[src/rtl/i2cbc_pkg.sv]
// constants and types shared by the bus-condition logic
package i2cbc_pkg;

  // ==========================================================================
  // timing
  localparam int CLK_PERIOD_NS = 10;
  localparam int SHORT_HOLD_NS = 100;
  localparam int LONG_HOLD_NS  = 300;
  localparam int HOLD_W        = 6;
  // least times round up to whole cycles
  localparam logic [HOLD_W-1:0] SHORT_HOLD_CYC =
    HOLD_W'((SHORT_HOLD_NS + CLK_PERIOD_NS - 1) / CLK_PERIOD_NS);
  localparam logic [HOLD_W-1:0] LONG_HOLD_CYC  =
    HOLD_W'((LONG_HOLD_NS + CLK_PERIOD_NS - 1) / CLK_PERIOD_NS);
  localparam logic [HOLD_W-1:0] HOLD_ONE       = 6'h01;

  // ==========================================================================
  // byte framing and addressing
  localparam int          ADDR_W        = 10;
  localparam logic [3:0]  LAST_DATA_BIT = 4'h7;
  localparam logic [3:0]  ACK_BIT       = 4'h8;
  localparam logic [3:0]  BIT_STEP      = 4'h1;
  localparam logic [4:0]  TEN_BIT_PFX   = 5'h1E;
  localparam logic        PIN_RESET     = 1'h1;

  // ==========================================================================
  // types
  typedef enum logic [0:0] {BUS_IDLE, BUS_ACTIVE} i2cbc_bus_t;

  typedef enum logic [2:0] {
    SL_IDLE, SL_ADDR_HI, SL_ADDR_LO, SL_RX, SL_TX, SL_IGNORE
  } i2cbc_phase_t;

  typedef struct packed {
    logic start;
    logic restart;
    logic stop;
    logic collision;
    logic addr_match;
    logic read_req;
  } i2cbc_evt_t;

endpackage : i2cbc_pkg

[src/rtl/i2cbc_sync.sv]
// three-stage synchroniser with agreement filter for bus pins
`timescale 1ns/1ns
`default_nettype none

module i2cbc_sync #(
  parameter int W = 2
) (
  input  wire logic         ref_clk,
  input  wire logic         reset,
  input  wire logic [W-1:0] pin_in,
  output var  logic [W-1:0] level_out
);

  logic [W-1:0] s1_r;
  logic [W-1:0] s2_r;
  logic [W-1:0] s3_r;
  logic [W-1:0] lvl_r;
  logic [W-1:0] lvl_nxt;

  // ==========================================================================
  // filter: a change counts once stages two and three agree
  genvar i;
  generate
    for (i = 0; i < W; i++) begin : g_bit
      always_comb begin
        lvl_nxt[i] = (s2_r[i] == s3_r[i]) ? s3_r[i] : lvl_r[i];
      end
    end
  endgenerate

  // ==========================================================================
  // registers; idle bus lines are high, so reset to one
  always_ff @(posedge ref_clk) begin
    if (reset) begin
      s1_r  <= {W{i2cbc_pkg::PIN_RESET}};
      s2_r  <= {W{i2cbc_pkg::PIN_RESET}};
      s3_r  <= {W{i2cbc_pkg::PIN_RESET}};
      lvl_r <= {W{i2cbc_pkg::PIN_RESET}};
    end else begin
      s1_r  <= pin_in;
      s2_r  <= s1_r;
      s3_r  <= s2_r;
      lvl_r <= lvl_nxt;
    end
  end

  assign level_out = lvl_r;

endmodule : i2cbc_sync

`default_nettype wire

[src/rtl/i2cbc_core.sv]
// two-wire bus-condition front end: pins, hold time, conditions, slave
// Function
// - enabled two-wire mode makes both pins open-drain
// - pin output data fixed at zero
// - long-hold select gives 300 ns hold
// - Start: data falls, clock high
// - own Start collides if data already low
// - Stop: data rises, clock high
// - Stop needs a clock-low period after Start
// - Restart valid wherever Stop valid
// - Restart resets slave like Start
// - 10-bit read after Restart: hold clock
// - prior-match flag set and cleared on events
// - collision when driving high, sampled low
// - idle only with no master, lines high
// - address matches only equal to address register
// - read request: transmit until NACK, collision, Restart or Stop
// - slave data changes while clock low only; own Start and master_release move data with clock high
`timescale 1ns/1ns
`default_nettype none

module i2cbc_core (
  input  wire logic                        ref_clk,
  input  wire logic                        reset,
  input  wire logic                        port_enable_bit,
  input  wire logic                        i2c_mode,
  input  wire logic                        long_hold_select,
  input  wire logic                        ten_bit_mode,
  input  wire logic [i2cbc_pkg::ADDR_W-1:0] slave_address_reg,
  input  wire logic                        scl_in,
  input  wire logic                        sda_in,
  input  wire logic                        start_req,
  input  wire logic                        master_release,
  input  wire logic                        tx_data_ready,
  input  wire logic [7:0]                  tx_byte,
  output var  logic                        scl_out,
  output var  logic                        scl_oe,
  output var  logic                        sda_out,
  output var  logic                        sda_oe,
  output var  logic                        bus_idle,
  output var  logic                        prior_match,
  output var  logic                        slave_transmit,
  output var  i2cbc_pkg::i2cbc_evt_t       events
);

  logic                    scl_s;
  logic                    sda_s;
  logic                    en;
  logic                    scl_rise;
  logic                    scl_fall;
  logic                    is_start;
  logic                    is_restart;
  logic                    is_stop;
  logic [7:0]              rx_byte;
  logic [i2cbc_pkg::HOLD_W-1:0] hold_cyc;

  logic                    scl_p_r,    sda_p_r;
  logic                    low_seen_r, low_seen_nxt;
  logic                    idle_r,     idle_nxt;
  i2cbc_pkg::i2cbc_bus_t   bus_r,      bus_nxt;
  i2cbc_pkg::i2cbc_phase_t phase_r,    phase_nxt;
  logic [6:0]              shreg_r,    shreg_nxt;
  logic [3:0]              bit_r,      bit_nxt;
  logic [7:0]              txsh_r,     txsh_nxt;
  logic                    prior_r,    prior_nxt;
  logic                    hpend_r,    hpend_nxt;
  logic                    shold_r,    shold_nxt;
  logic                    sdlow_r,    sdlow_nxt;
  logic                    mslow_r,    mslow_nxt;
  logic [i2cbc_pkg::HOLD_W-1:0] hcnt_r, hcnt_nxt;
  logic                    apply_r,    apply_nxt;
  logic                    sdoe_r,     sdoe_nxt;
  logic                    scoe_r,     scoe_nxt;
  logic                    stx_r,      stx_nxt;
  i2cbc_pkg::i2cbc_evt_t   evt_r,      evt_nxt;

  // ==========================================================================
  // pin synchronisers
  i2cbc_sync #(.W(2)) u_sync (
    .ref_clk   (ref_clk),
    .reset     (reset),
    .pin_in    ({scl_in, sda_in}),
    .level_out ({scl_s, sda_s})
  );

  // ==========================================================================
  // bus conditions
  always_comb begin
    en         = port_enable_bit & i2c_mode;
    scl_rise   = scl_s & ~scl_p_r;
    scl_fall   = ~scl_s & scl_p_r;
    // a clock-low period must separate Start from Stop or Restart
    is_restart = en & scl_s & scl_p_r & sda_p_r & ~sda_s
                 & (bus_r == i2cbc_pkg::BUS_ACTIVE) & low_seen_r;
    is_start   = en & scl_s & scl_p_r & sda_p_r & ~sda_s
                 & ~is_restart;
    is_stop    = en & scl_s & scl_p_r & ~sda_p_r & sda_s
                 & low_seen_r;
    low_seen_nxt = low_seen_r;
    bus_nxt      = bus_r;
    if (!en || is_stop) begin
      bus_nxt      = i2cbc_pkg::BUS_IDLE;
      low_seen_nxt = 1'b0;
    end else if (is_start || is_restart) begin
      bus_nxt      = i2cbc_pkg::BUS_ACTIVE;
      low_seen_nxt = 1'b0;
    end else if (!scl_s && bus_r == i2cbc_pkg::BUS_ACTIVE) begin
      low_seen_nxt = 1'b1;
    end
    idle_nxt = (bus_nxt == i2cbc_pkg::BUS_IDLE) & scl_s & sda_s;
  end

  always_ff @(posedge ref_clk) begin
    if (reset) begin
      scl_p_r    <= i2cbc_pkg::PIN_RESET;
      sda_p_r    <= i2cbc_pkg::PIN_RESET;
      low_seen_r <= 1'b0;
      bus_r      <= i2cbc_pkg::BUS_IDLE;
      idle_r     <= 1'b0;
    end else begin
      scl_p_r    <= scl_s;
      sda_p_r    <= sda_s;
      low_seen_r <= low_seen_nxt;
      bus_r      <= bus_nxt;
      idle_r     <= idle_nxt;
    end
  end

  // ==========================================================================
  // slave sequencing, hold timer and pin drive
  always_comb begin
    rx_byte   = {shreg_r, sda_s};
    hold_cyc  = long_hold_select ? i2cbc_pkg::LONG_HOLD_CYC
                                 : i2cbc_pkg::SHORT_HOLD_CYC;
    phase_nxt = phase_r;
    shreg_nxt = shreg_r;
    bit_nxt   = bit_r;
    txsh_nxt  = txsh_r;
    prior_nxt = prior_r;
    hpend_nxt = hpend_r;
    shold_nxt = shold_r;
    sdlow_nxt = sdlow_r;
    mslow_nxt = mslow_r;
    hcnt_nxt  = hcnt_r;
    apply_nxt = apply_r;
    evt_nxt         = '0;
    evt_nxt.start   = is_start;
    evt_nxt.restart = is_restart;
    evt_nxt.stop    = is_stop;
    if (start_req && en) begin
      if (!sda_s) begin
        evt_nxt.collision = 1'b1;
      end else if (idle_r) begin
        mslow_nxt = 1'b1;
      end
    end
    if (master_release) begin
      mslow_nxt = 1'b0;
    end
    if (!en || is_stop) begin
      phase_nxt = i2cbc_pkg::SL_IDLE;
      prior_nxt = prior_r & en & ~is_stop;
      bit_nxt   = 4'h0;
      hpend_nxt = 1'b0;
      shold_nxt = 1'b0;
      sdlow_nxt = 1'b0;
      apply_nxt = 1'b0;
      mslow_nxt = mslow_nxt & en;
    end else if (is_start || is_restart) begin
      phase_nxt = i2cbc_pkg::SL_ADDR_HI;
      bit_nxt   = 4'h0;
      hpend_nxt = 1'b0;
      shold_nxt = 1'b0;
      sdlow_nxt = 1'b0;
      apply_nxt = 1'b0;
    end else begin
      if (scl_rise) begin
        if (phase_r == i2cbc_pkg::SL_TX && bit_r < i2cbc_pkg::ACK_BIT &&
            txsh_r[7] && !sda_s) begin
          evt_nxt.collision = 1'b1;
          phase_nxt = i2cbc_pkg::SL_IGNORE;
          sdlow_nxt = 1'b0;
          apply_nxt = 1'b0;
        end else if (bit_r == i2cbc_pkg::ACK_BIT) begin
          bit_nxt = 4'h0;
          // the address byte's own ack slot is not the master's answer
          if (phase_r == i2cbc_pkg::SL_TX && !hpend_r) begin
            // master NACK ends the read; ACK asks for the next byte
            if (sda_s) begin
              phase_nxt = i2cbc_pkg::SL_IGNORE;
            end else begin
              hpend_nxt = 1'b1;
            end
          end
        end else begin
          bit_nxt   = bit_r + i2cbc_pkg::BIT_STEP;
          shreg_nxt = rx_byte[6:0];
          txsh_nxt  = {txsh_r[6:0], 1'b1};
          if (bit_r == i2cbc_pkg::LAST_DATA_BIT) begin
            unique case (phase_r)
              i2cbc_pkg::SL_ADDR_HI: begin
                if (ten_bit_mode) begin
                  if (rx_byte[7:1] == {i2cbc_pkg::TEN_BIT_PFX,
                                       slave_address_reg[9:8]}) begin
                    if (!rx_byte[0]) begin
                      prior_nxt = 1'b0;
                      phase_nxt = i2cbc_pkg::SL_ADDR_LO;
                    end else if (prior_r) begin
                      phase_nxt          = i2cbc_pkg::SL_TX;
                      hpend_nxt          = 1'b1;
                      evt_nxt.addr_match = 1'b1;
                      evt_nxt.read_req   = 1'b1;
                    end else begin
                      phase_nxt = i2cbc_pkg::SL_IGNORE;
                    end
                  end else begin
                    prior_nxt = 1'b0;
                    phase_nxt = i2cbc_pkg::SL_IGNORE;
                  end
                end else if (rx_byte[7:1] == slave_address_reg[6:0]) begin
                  evt_nxt.addr_match = 1'b1;
                  evt_nxt.read_req   = rx_byte[0];
                  hpend_nxt          = rx_byte[0];
                  phase_nxt = rx_byte[0] ? i2cbc_pkg::SL_TX
                                         : i2cbc_pkg::SL_RX;
                end else begin
                  phase_nxt = i2cbc_pkg::SL_IGNORE;
                end
              end
              i2cbc_pkg::SL_ADDR_LO: begin
                if (rx_byte == slave_address_reg[7:0]) begin
                  prior_nxt          = 1'b1;
                  evt_nxt.addr_match = 1'b1;
                  phase_nxt          = i2cbc_pkg::SL_RX;
                end else begin
                  phase_nxt = i2cbc_pkg::SL_IGNORE;
                end
              end
              default: begin
              end
            endcase
          end
        end
      end
      if (scl_fall) begin
        if (hpend_r && bit_r == 4'h0) begin
          shold_nxt = 1'b1;
          hpend_nxt = 1'b0;
        end
        hcnt_nxt  = hold_cyc;
        apply_nxt = 1'b1;
      end else if (apply_r) begin
        hcnt_nxt = hcnt_r - i2cbc_pkg::HOLD_ONE;
        if (hcnt_r == i2cbc_pkg::HOLD_ONE) begin
          apply_nxt = 1'b0;
          // a late bit is dropped rather than moved while the clock is high
          if (!scl_s) begin
            sdlow_nxt = (phase_r == i2cbc_pkg::SL_TX) &&
                        (bit_r < i2cbc_pkg::ACK_BIT) && !txsh_r[7];
          end
        end
      end
      if (tx_data_ready && shold_r) begin
        txsh_nxt  = tx_byte;
        shold_nxt = 1'b0;
        hcnt_nxt  = hold_cyc;
        apply_nxt = 1'b1;
      end
    end
    sdoe_nxt = en & (sdlow_nxt | mslow_nxt);
    scoe_nxt = en & shold_nxt;
    stx_nxt  = (phase_nxt == i2cbc_pkg::SL_TX);
  end

  always_ff @(posedge ref_clk) begin
    if (reset) begin
      phase_r <= i2cbc_pkg::SL_IDLE;
      shreg_r <= 7'h00;
      bit_r   <= 4'h0;
      txsh_r  <= 8'hFF;
      prior_r <= 1'b0;
      hpend_r <= 1'b0;
      shold_r <= 1'b0;
      sdlow_r <= 1'b0;
      mslow_r <= 1'b0;
      hcnt_r  <= '0;
      apply_r <= 1'b0;
      sdoe_r  <= 1'b0;
      scoe_r  <= 1'b0;
      stx_r   <= 1'b0;
      evt_r   <= '0;
    end else begin
      phase_r <= phase_nxt;
      shreg_r <= shreg_nxt;
      bit_r   <= bit_nxt;
      txsh_r  <= txsh_nxt;
      prior_r <= prior_nxt;
      hpend_r <= hpend_nxt;
      shold_r <= shold_nxt;
      sdlow_r <= sdlow_nxt;
      mslow_r <= mslow_nxt;
      hcnt_r  <= hcnt_nxt;
      apply_r <= apply_nxt;
      sdoe_r  <= sdoe_nxt;
      scoe_r  <= scoe_nxt;
      stx_r   <= stx_nxt;
      evt_r   <= evt_nxt;
    end
  end

  // pins only ever pull low: data value is a constant zero
  assign sda_out        = 1'b0;
  assign scl_out        = 1'b0;
  assign sda_oe         = sdoe_r;
  assign scl_oe         = scoe_r;
  assign bus_idle       = idle_r;
  assign prior_match    = prior_r;
  assign slave_transmit = stx_r;
  assign events         = evt_r;
endmodule : i2cbc_core

`default_nettype wire

[config.mk]
export PLATFORM = sky130hd
export DESIGN_NAME = i2cbc_core
export DESIGN_NICKNAME = d
export VERILOG_FILES = /design/src/rtl/i2cbc_pkg.sv /design/src/rtl/i2cbc_sync.sv /design/src/rtl/i2cbc_core.sv
export SDC_FILE = /design/constraint.sdc
export NUM_CORES = 1
export LEC_CHECK = 0
export ABC_CLOCK_PERIOD_IN_PS = 1850
export CORE_MARGIN = 3
export CORE_UTILIZATION = 55
export CTS_BUF_LIST = sky130_fd_sc_hd__clkbuf_4
export DETAILED_ROUTE_END_ITERATION = 8
export DONT_BUFFER_PORTS = 1
export GPL_ROUTABILITY_DRIVEN = 0
export PLACE_DENSITY = 0.71
export SETUP_SLACK_MARGIN = 0.05
export SKIP_LAST_GASP = 1
export SLEW_MARGIN = 40
export SYNTH_ARGS = -nofsm -noshare
export SYNTH_HDL_FRONTEND = slang
export SYNTH_SLANG_ARGS = --single-unit
[constraint.sdc]
create_clock -name ref_clk -period 1.85 [get_ports ref_clk]
set_input_delay 0.0925 -clock ref_clk [delete_from_list [all_inputs] [get_ports ref_clk]]
set_output_delay 0.0925 -clock ref_clk [all_outputs]
set_load 0.03 [all_outputs]
==> results of run 1 <==
## power breakdown
group | total (mW) | switching [mW] | internal [mW]
logic | 0.0980 | 0.0496 | 0.0483
clock network | 0.689 | 0.383 | 0.306
registers | 1.22 | 0.00661 | 1.21
## worst min path at each step
stage	startpoint	to	slack, ps	cells after the start
2_1_floorplan	master_release	mslow_r$_SDFF_PP0_	180	1
3_3_place_gp	reset	shreg_r[1]$_SDFFE_PP0P_	170	1
3_5_place_dp	reset	shreg_r[0]$_SDFFE_PP0P_	170	1
4_1_cts	tx_data_ready	txsh_r[1]$_SDFFE_PP1P_	0.4	3
5_1_grt	tx_data_ready	txsh_r[6]$_SDFFE_PP1P_	6	3
6_report	tx_data_ready	txsh_r[1]$_SDFFE_PP1P_	20	3
## cells in the mapped netlist (2+ instances only)
master and number:
buf_6 2, nor3_1 9, nor2_1 30, o211ai_1 3, and4_1 2, buf_4 3
xnor2_1 15, nor4_1 3, nor4_2 2, a211oi_1 3, a21oi_1 28, or2_2 10
buf_2 3, and2_1 2, o31ai_1 2, nand2b_1 2, o21ai_0 9, xor2_1 3
a311oi_1 4, a21oi_2 3, a21o_1 2, nand4_1 8, dfxtp_1 56, and3_1 3
clkbuf_1 7, a211o_1 7, nand2_1 52, nor2b_1 10, inv_1 9, ha_1 4
nand3_1 14, o21bai_1 3, a31oi_1 5
## what timing repair did
action | CTS | global route
pin swaps | 1 | 5
gates resized for setup | 1 | 20
hold buffers | 11 | 0
setup endpoints to repair | 2 | 25
setup buffers | 0 | 4
endpoints found under the hold margin | 44 | 0
## sequential cells by signal, indices dropped and copies added (netlist names), 2 cells and up
name	count
bit_r	4
events	6
u_sync.level_out	2
hcnt_r	6
shreg_r	7
u_sync.s3_r	2
u_sync.s2_r	2
u_sync.s1_r	2
txsh_r	8
phase_r	3
## cells in the final DEF (no fill, tap or decap), types with 2 or more instances in the layout
cell and count:
and3_1 3, buf_4 20, o31ai_1 2, dfxtp_1 45, nor4_1 3, o211ai_1 3
inv_1 9, nand2_1 52, nor2_1 28, a21o_1 2, a311oi_1 4, nor2_2 2
clkbuf_4 6, nor2b_1 10, conb_1 2, or2_2 10, dlygate4sd3_1 10, nand4_1 8
a31oi_1 5, nor3_1 8, o21bai_1 3, xor2_1 3, dfxtp_2 10, a21oi_2 4
o21ai_0 9, nand2b_1 2, nand3_1 14, a21oi_1 27, a211o_1 7, ha_1 3
a211oi_1 3, xnor2_1 15
## stage by stage
step	worst slack [ps]	utilization, %
4_1_cts	62.3	64.6
5_1_grt	41.8	66.2
3_3_place_gp	86.3	60.4
6_report	126	66.2
2_1_floorplan	94.5	-
3_5_place_dp	72.2	60.4
## layer usage
layer  up-vias  share of wire [%]  GRT usage, %
li1       1231                  -             -
met1      1164                 46          30.9
met2       101                 46          34.5
met3        19                6.6          5.75
met4         0                2.0          6.94
met5         -                  0             0
## worst register-to-register path, stage by stage, from the launching register on
cell      delay [ps]
dfxtp_2          370
inv_1             90
ha_1             160
nor2b_1          160
nand2_1          120
and2_2           230
o22ai_1          180
a31oi_1           80
o2111a_1         250
## cell type report
class / count / area share, %
clock inverters: 2 / 1.22
clock buffers: 6 / 1.41
repair buffers: 31 / 8.47
inverters: 9 / 1.06
flip-flops and latches: 56 / 35.6
well taps: 67 / 2.63
multi-input cells: 258 / 49.6
## cell families after synthesis
| group | after synthesis | synth area share [%] |
|---|---|---|
| buffers and inverters | 25 | 4.48 |
| other | 1 | 0.134 |
| AND/OR/NAND/NOR | 155 | 28.5 |
| AO/OA/AOI/OAI | 79 | 19.3 |
| adder cells (fa/ha/maj) | 4 | 1.79 |
| XOR/XNOR | 18 | 5.65 |
| flip-flops | 56 | 40.2 |
==> results by group, run 1 <==
Setup path
  • Crit Path Class: flop to flop
  • CP arrival: 2000 ps
  • Worst path depth: 8
  • WP buf/inv: 1
  • Worst path cell trace: inv_1, ha_1, nor2b_1, nand2_1, and2_2, o22ai_1, a31oi_1, o2111a_1
  • Critical Path Max Stage Delay: 370 ps
  • R2R depth: 8
  • Crit path capture type: flop
  • Crit path from: bit_r[0]$_SDFFE_PP0P_
  • Critical path's slowest cell: dfxtp_2
  • Critical path peak fanout: 5
  • Reg-to-Reg End: slave_transmit$_SDFF_PP0_
  • Worst Setup EP: slave_transmit$_SDFF_PP0_
  • Cell family with most CP delay: simple AND/OR/NAND/NOR gates
  • R2R Setup Slk: 130 ps
  • Reg2reg start: bit_r[0]$_SDFFE_PP0P_
  • Worst Path Required: 2130 ps
  • Startpoint types: flop

Global route
  • Vias in the first global route: 2326
  • First-pass GRT wire length: 10900 um
  • Largest net degree at the start of global routing: 42
  • Grt total ovfl: 0
  • Total GRT Usage: 22.5%
  • Initial antenna violation count: 0

Synthesis
  • Mapped Area: 0.00279 mm2
  • Yosys warning count: 0
  • Top post-synthesis cells by area: dfxtp_1, nand2_1, a21oi_1, xnor2_1, nor2_1
  • EDFF count, synth: 0
  • Post-Synthesis Cells: 338
  • Dominant cell type by area after synthesis: dfxtp_1
  • Yosys top cell area share: 40.2%
  • Syn Area/Cell: 8.26 um2
  • Seq cells post-synth: 56
  • Main synth FF type: dfxtp_1
  • Post-synth ARST share: 0%
  • Register area share after synthesis: 40.2%
  • Yosys cell types: 53

STA
  • Fmax: 580 MHz
  • Slew Limit Fails: 0
  • Clk_skew: 16.8 ps
  • Worst Tran Pin Value: 520 ps
  • Unrepaired setup endpoints after global routing: no
  • Final Hold Fails: 0
  • Final setup viols: 0
  • Slew margin rel.: 65.0%
  • Final hold slack: 19.7 ps
  • Final min period: 1720 ps
  • Period utilisation layout: 93.2%
  • Setup TNS: 0 ps

Detailed routing
  • Antenna Nets Post-Route: 0
  • Post-DR wirelength/cell: 15.4 um
  • Total number of vias: 2515
  • DRT iter0 DRCs: 207
  • Residual DRC count: 0
  • Number of detailed-route iterations in the first pass: 5
  • Vias per cell: 5.86
  • Total Wirelength: 6610 um

Placed design
  • Placed cell count: 406
  • Post-Place Cell Area: 0.00291 mm2
  • Port Buf Inserts: 0
  • DP Wirelength: 4530 um

Final layout
  • Area occupied by multi-input gates: 0.00158 mm2
  • ANT cells: 0
  • Fin cells: 429
  • FF/Latch Area: 0.00114 mm2
  • Final instance area: 0.00319 mm2
  • Nets: 394
  • P&R area growth vs syn: 14.3%
  • Ratio of cells with drive above 1 in the final layout: 19.1%
  • # fillers: 420

Floorplan
  • FP Rows: 25
  • I/O pins: 42
  • Die X: 77.2 um
  • Core area: 0.00482 mm2
  • Initial Util: 57.9%
  • Die Ht: 77.2 um
  • Die area: 0.00597 mm2

Clocking
  • H-tree level count: 2
  • CTS tree: built
  • Clk pin slew, worst setup/hold paths: 150 ps
  • Bufs on Longest Clock Path: 2
  • TritonCTS buffer count: 5
  • Clock sinks: 56
  • Clock Latency Late Sink: 380 ps
  • Clk root buf: clkbuf_4

Job
  • Max-cap viol count: 0

Worst hold path
  • Hold Crit Class: input port to flop

Power and ir drop
  • Pwr dens: 629 mW/mm2
  • Maximum VDD drop: 0.000354 V
  • Final Power: 2.01 mW
  • Pleak: 1.14 nW

Run status
  • Status: finished clean
(Power assumes the default switching activity.)
==> inputs of run 2 (changes only) <==
--- a/config.mk
+++ b/config.mk
@@ -5,14 +5,17 @@
 export SDC_FILE = /design/constraint.sdc
 export NUM_CORES = 1
 export LEC_CHECK = 0
+export ABC_AREA = 1
 export ABC_CLOCK_PERIOD_IN_PS = 1850
+export CELL_PAD_IN_SITES_DETAIL_PLACEMENT = 1
+export CELL_PAD_IN_SITES_GLOBAL_PLACEMENT = 1
 export CORE_MARGIN = 3
-export CORE_UTILIZATION = 55
-export CTS_BUF_LIST = sky130_fd_sc_hd__clkbuf_4
+export CORE_UTILIZATION = 43
+export CTS_BUF_LIST = sky130_fd_sc_hd__clkbuf_8
 export DETAILED_ROUTE_END_ITERATION = 8
 export DONT_BUFFER_PORTS = 1
 export GPL_ROUTABILITY_DRIVEN = 0
-export PLACE_DENSITY = 0.71
+export PLACE_DENSITY = 0.76
 export SETUP_SLACK_MARGIN = 0.05
 export SKIP_LAST_GASP = 1
 export SLEW_MARGIN = 40
==> run 2 against run 1 <==
Compared with the run above:
- global-route usage fell by 0.71 points
- final cell count rose by 18%
- hold slack improved by 3.0 ps
- via count rose by 11%
- synthesized cell count rose by 18%
- register-to-register slack got worse by 60 ps
- critical path type unchanged
- highest routed layer unchanged
==> results by group, run 2 <==
Detailed routing
  • Total number of vias: 2793
  • Post-DR wirelength/cell: 16.4 um
  • Total Wirelength: 8330 um
  • Number of detailed-route iterations in the first pass: 4
  • DRT iter0 DRCs: 94
  • Residual DRC count: 0
  • Vias per cell: 5.51
  • Antenna Nets Post-Route: 0

Placed design
  • DP Wirelength: 5630 um
  • Port Buf Inserts: 0
  • Dpl ws: -31.2 ps
  • Post-Place Cell Area: 0.00297 mm2

Final layout
  • Area occupied by multi-input gates: 0.00155 mm2
  • Max reg flops: 8
  • # fillers: 810
  • Final instance area: 0.00341 mm2
  • Nets: 462
  • P&R area growth vs syn: 19.3%
  • Reg with most FFs: txsh_r
  • Most common cell after layout, fill and taps aside: nand2_1
  • Biggest regs: txsh_r (8), shreg_r (7)
  • FF/Latch Area: 0.00114 mm2
  • ANT cells: 0
  • Commonest non-fill, non-tap cells in the layout: nand2_1, dfxtp_1, inv_1, a21oi_1, nor2_1
  • Ratio of cells with drive above 1 in the final layout: 23.5%

Synthesis
  • Yosys warning count: 0
  • Most frequent cells after synthesis: nand2_1, dfxtp_1, inv_1
  • Top post-synthesis cells by area: dfxtp_1, nand2_1, a21oi_1, inv_1, nand3_1
  • Register area share after synthesis: 39.2%
  • Syn Area/Cell: 7.18 um2
  • Yosys top cell area share: 39.2%
  • Yosys cell types: 41
  • Post-Synthesis Cells: 398
  • Count leader, synth: nand2_1
  • Post-synth ARST share: 0%
  • EDFF count, synth: 0
  • Mapped Area: 0.00286 mm2
  • Dominant cell type by area after synthesis: dfxtp_1
  • Seq cells post-synth: 56
  • Main synth FF type: dfxtp_1

Power and ir drop
  • Final Power: 2.05 mW
  • Pleak: 1.50 nW
  • Pwr dens: 601 mW/mm2
  • Maximum VDD drop: 0.000447 V

Clocking
  • TritonCTS buffer count: 5
  • H-tree level count: 2
  • Bufs on Longest Clock Path: 2
  • Clk root buf: clkbuf_8
  • Clock sinks: 56
  • Clk pin slew, worst setup/hold paths: 110 ps
  • Clock Latency Late Sink: 320 ps
  • CTS tree: built

STA
  • Final setup viols: 0
  • Clk_skew: 10.5 ps
  • Min setup slack post-route: 70.1 ps
  • Final hold slack: 22.7 ps
  • Unrepaired setup endpoints after global routing: yes
  • Final Hold Fails: 0
  • Period utilisation layout: 96.2%
  • Setup TNS: 0 ps
  • Slew margin rel.: 66.3%
  • Final min period: 1780 ps
  • Fmax: 562 MHz
  • Slew Limit Fails: 0
  • Worst Tran Pin Value: 506 ps

Global route
  • Grt total ovfl: 0
  • First-pass GRT wire length: 13300 um
  • Largest net degree at the start of global routing: 25
  • Total GRT Usage: 21.7%
  • Initial antenna violation count: 0
  • Vias in the first global route: 2815

Setup path
  • Critical path peak fanout: 6
  • Crit path capture type: flop
  • Crit Path Class: flop to flop
  • R2R Setup Slk: 70 ps
  • Reg2reg start: bit_r[1]$_SDFFE_PP0P_
  • R2R depth: 9
  • Startpoint types: flop
  • Reg-to-Reg End: txsh_r[6]$_SDFFE_PP1P_
  • CP arrival: 2000 ps
  • Worst Path Required: 2070 ps

Job
  • Max-cap viol count: 0

Floorplan
  • Die area: 0.00766 mm2
  • Die Ht: 87.5 um
  • Core area: 0.00639 mm2
  • I/O pins: 42
  • FP Rows: 29
  • Initial Util: 44.7%
  • Die X: 87.5 um

Worst hold path
  • Hold Crit Class: input port to flop
  • Min-Delay Path Depth: 4
  • Hold Path Origin: tx_byte[7]
  • Hold Path End: txsh_r[7]$_SDFFE_PP1P_

Run status
  • Status: finished clean
[run 2: cell families after synthesis]
family | share of synthesized area (%)
fa+ha+maj | 1.75
simple gates | 29.0
flops | 39.2
other cells | 0.131
compound gates | 17.8
buf+inv | 9.94
xor+xnor | 2.15
[run 2: cell type report]
| class | count | share of cell area [%] |
|---|---|---|
| multi-input combinational | 277 | 45.5 |
| inverter | 54 | 6.20 |
| sequential | 56 | 33.6 |
| clock buffer | 5 | 2.02 |
| timing repair buffer | 35 | 9.07 |
| tap | 77 | 2.83 |
| clock inverter | 3 | 0.808 |
[run 2: worst max path at each step]
| stage | from | slack, ps | cells past startpoint | endpoint |
|---|---|---|---|---|
| 6_report | bit_r[1]$_SDFFE_PP0P_ | 70 | 9 | txsh_r[6]$_SDFFE_PP1P_ |
| 5_1_grt | hcnt_r[1]$_SDFFE_PP0P_ | -1 | 8 | sda_oe$_SDFF_PP0_ |
| 4_1_cts | u_sync.level_out[1]$_SDFFE_PP1N_ | 50 | 8 | txsh_r[1]$_SDFFE_PP1P_ |
| 3_5_place_dp | bit_r[0]$_SDFFE_PP0P_ | -30 | 8 | txsh_r[6]$_SDFFE_PP1P_ |
| 3_3_place_gp | bit_r[0]$_SDFFE_PP0P_ | 100 | 8 | txsh_r[6]$_SDFFE_PP1P_ |
| 2_1_floorplan | bit_r[0]$_SDFFE_PP0P_ | 260 | 8 | txsh_r[1]$_SDFFE_PP1P_ |
[run 2: critical path, cell delays in order (launching register included)]
cell	delay (ps)
dfxtp_2	350
inv_1	120
ha_4	150
inv_2	40
nor3_4	250
nor2_4	90
o21ai_4	190
clkbuf_16	180
a21oi_1	50
a211o_2	270
[run 2: power by group]
part | internal (mW) | switching, mW | leakage (nW)
clock network | 0.279 | 0.447 | 0.0463
registers | 1.21 | 0.00675 | 0.458
logic | 0.0396 | 0.0675 | 0.993
[run 2: repair_timing]
item                                    4_1_cts  5_1_grt
hold endpoints to repair                     27        0
endpoints found under the setup margin        8       30
cloned                                        0        1
setup buffers                                 2       13
pin swaps                                     2        8
gates resized for setup                       2       45
hold buffers                                  7        0
[run 2: layer usage]
layer  wire length (um)  up-vias  global-route usage [%]
li1                   -     1353                       -
met1               3580     1365                    27.0
met2               4250       56                    38.4
met3                288       19                    3.88
met4                211        0                    6.28
met5                  0        -                       0
[run 2: through the flow]
step           std cells  utilization (%)
2_1_floorplan        399                -
3_3_place_gp         476             46.5
3_5_place_dp         476             46.5
4_1_cts              493             49.5
5_1_grt              507             53.4
6_report             507             53.4
==> inputs of run 3 (changes only) <==
--- a/config.mk
+++ b/config.mk
@@ -15,8 +15,9 @@
 export DETAILED_ROUTE_END_ITERATION = 8
 export DONT_BUFFER_PORTS = 1
 export GPL_ROUTABILITY_DRIVEN = 0
+export GPL_TIMING_DRIVEN = 0
 export PLACE_DENSITY = 0.76
-export SETUP_SLACK_MARGIN = 0.05
+export SETUP_SLACK_MARGIN = 0.15
 export SKIP_LAST_GASP = 1
 export SLEW_MARGIN = 40
 export SYNTH_ARGS = -nofsm -noshare
==> run 3 against run 2 <==
Compared with the run above:
- register-to-register slack worse by 30 ps
- hold slack worse by 13 ps
- count of clock-buffer cells in the layout unchanged
- core utilization about the same
- critical path type unchanged
- critical endpoint is now txsh_r[4]$_SDFFE_PP1P_
- highest routed layer unchanged
==> results by group, run 3 (synthesis results as in run 2) <==
Placed design
  • Dpl ws: 9.93 ps
  • Post-Place Cell Area: 0.00296 mm2
  • DP Wirelength: 5680 um
  • Placed cell count: 476
  • Port Buf Inserts: 0

Final layout
  • Most common cell after layout, fill and taps aside: nand2_1
  • Commonest non-fill, non-tap cells in the layout: nand2_1, dfxtp_1, inv_1, a21oi_1, nor2_1
  • P&R area growth vs syn: 19.3%
  • Biggest regs: txsh_r (8), shreg_r (7)
  • Final instance area: 0.00341 mm2
  • ANT cells: 0
  • Nets: 464
  • Ratio of cells with drive above 1 in the final layout: 25.5%
  • Max reg flops: 8
  • Fin util: 53.4%
  • Reg with most FFs: txsh_r
  • Fin cells: 509

Floorplan
  • Core area: 0.00639 mm2
  • Die X: 87.5 um
  • I/O pins: 42
  • FP Rows: 29
  • Initial Util: 44.7%
  • Die area: 0.00766 mm2
  • Die Ht: 87.5 um

Power and ir drop
  • Maximum VDD drop: 0.000321 V
  • Int Pwr: 1.53 mW
  • Comb power frac: 5.8%
  • Switching Share: 25.6%
  • Clock share of power: 35.2%
  • Switching Power: 528 uW
  • Final Power: 2.06 mW
  • Sequential Power Share: 59.0%
  • Pwr dens: 605 mW/mm2
  • Pleak: 1.47 nW

Global route
  • Total GRT Usage: 20.8%
  • Vias in the first global route: 2719
  • Largest net degree at the start of global routing: 20
  • M2 GR Usage: 36.0%
  • GRT busiest layer: met2
  • Met3 usage: 2.65%
  • First-pass GRT wire length: 12700 um
  • Initial antenna violation count: 0
  • GR Util met1: 27.7%
  • Grt total ovfl: 0

STA
  • Final min period: 1810 ps
  • Period utilisation layout: 97.7%
  • Clk_skew: 17.5 ps
  • Min setup slack post-route: 42.6 ps
  • Setup TNS: 0 ps
  • Fmax: 553 MHz
  • Slew margin rel.: 54.6%
  • Unrepaired setup endpoints after global routing: yes
  • Final Hold Fails: 0
  • Slew Limit Fails: 0
  • Final hold slack: 10.2 ps
  • Final setup viols: 0
  • Worst Tran Pin Value: 681 ps

Detailed routing
  • DRT iter0 DRCs: 103
  • Residual DRC count: 0
  • Number of detailed-route iterations in the first pass: 4
  • Total Wirelength: 8480 um
  • Antenna Nets Post-Route: 0
  • Total number of vias: 2741
  • Vias per cell: 5.39
  • Post-DR wirelength/cell: 16.7 um

Clocking
  • TritonCTS buffer count: 5
  • Clk root buf: clkbuf_8
  • Clk pin slew, worst setup/hold paths: 120 ps
  • Clock Latency Late Sink: 320 ps
  • H-tree level count: 2
  • Clock sinks: 56
  • Bufs on Longest Clock Path: 2
  • CTS tree: built

Setup path
  • Crit path capture type: flop
  • Crit path from: u_sync.level_out[1]$_SDFFE_PP1N_
  • CP arrival: 2030 ps
  • Reg2reg start: u_sync.level_out[1]$_SDFFE_PP1N_
  • R2R Setup Slk: 40 ps
  • Critical Path Max Stage Delay: 420 ps
  • Reg-to-Reg End: txsh_r[4]$_SDFFE_PP1P_
  • Crit Path Class: flop to flop
  • Worst Path Required: 2070 ps
  • Worst Setup EP: txsh_r[4]$_SDFFE_PP1P_
  • Critical path's slowest cell: dfxtp_4
  • R2R depth: 9
  • Startpoint types: flop
  • Critical path peak fanout: 6
  • Worst path cell trace: inv_8, nor3_4, nand4_2, nand2_4, nor2_4, o21ai_4, buf_6, a21oi_2, a211o_1

Run status
  • Status: finished clean

Worst hold path
  • Hold Crit Class: input port to flop

Job
  • Max-cap viol count: 0
## run 3: cell count changes in the layout (fill, tap and decap cells not counted), sizes merged
cell | before | now
inv | 53 | 55
clkinv | 2 | 1
clkinvlp | 2 | 1
clkbuf | 6 | 8
## run 3: worst max-delay path, delay by kind of cell, from the launching register on
family,cells,cell delay [ps]
flops,1,420
compound gates,3,370
simple gates,4,690
buf+inv,2,210
## run 3: worst min-delay path by stage
stage | from | end | depth (start not counted)
2_1_floorplan | sda_in | u_sync.s1_r[0]$_SDFF_PP1_ | 1
3_3_place_gp | sda_in | u_sync.s1_r[0]$_SDFF_PP1_ | 1
3_5_place_dp | sda_in | u_sync.s1_r[0]$_SDFF_PP1_ | 1
4_1_cts | long_hold_select | hcnt_r[2]$_SDFFE_PP0P_ | 2
5_1_grt | tx_byte[7] | txsh_r[7]$_SDFFE_PP1P_ | 4
6_report | tx_byte[7] | txsh_r[7]$_SDFFE_PP1P_ | 4
## run 3: power groups by stage
stage	clock, mW	sequential, mW	combinational [mW]
2_1_floorplan	0	1.24	0.0735
3_3_place_gp	0	1.25	0.0946
3_5_place_dp	0	1.25	0.0974
4_1_cts	0.730	1.22	0.109
5_1_grt	0.788	1.22	0.132
6_report	0.726	1.22	0.120
## run 3: final cells by class
| cell class | instances | area [um2] |
|---|---|---|
| buffer | 12 | 91.3 |
| clock buffer | 5 | 68.8 |
| clock inverter | 3 | 25.0 |
| fill | 813 | 2980 |
| inverter | 54 | 218 |
| multi-input combinational | 277 | 1570 |
| sequential | 56 | 1140 |
| tap | 77 | 96.3 |
| timing repair buffer | 25 | 200 |
## run 3: timing repair
| item | CTS | global route |
|---|---|---|
| setup buffers | 7 | 10 |
| pin swaps | 5 | 11 |
| endpoints found under the hold margin | 6 | 2 |
| resized for setup | 22 | 42 |
| gates cloned | 1 | 1 |
| hold buffers | 5 | 1 |
| setup endpoints to repair | 26 | 30 |
## run 3: layer usage
metal / up-vias / routed length, um / part of all wire, %
li1: 1352 / - / -
met1: 1320 / 3780 / 45
met2: 54 / 4250 / 50
met3: 15 / 290 / 3.4
met4: 0 / 159 / 1.9
met5: - / 0 / 0
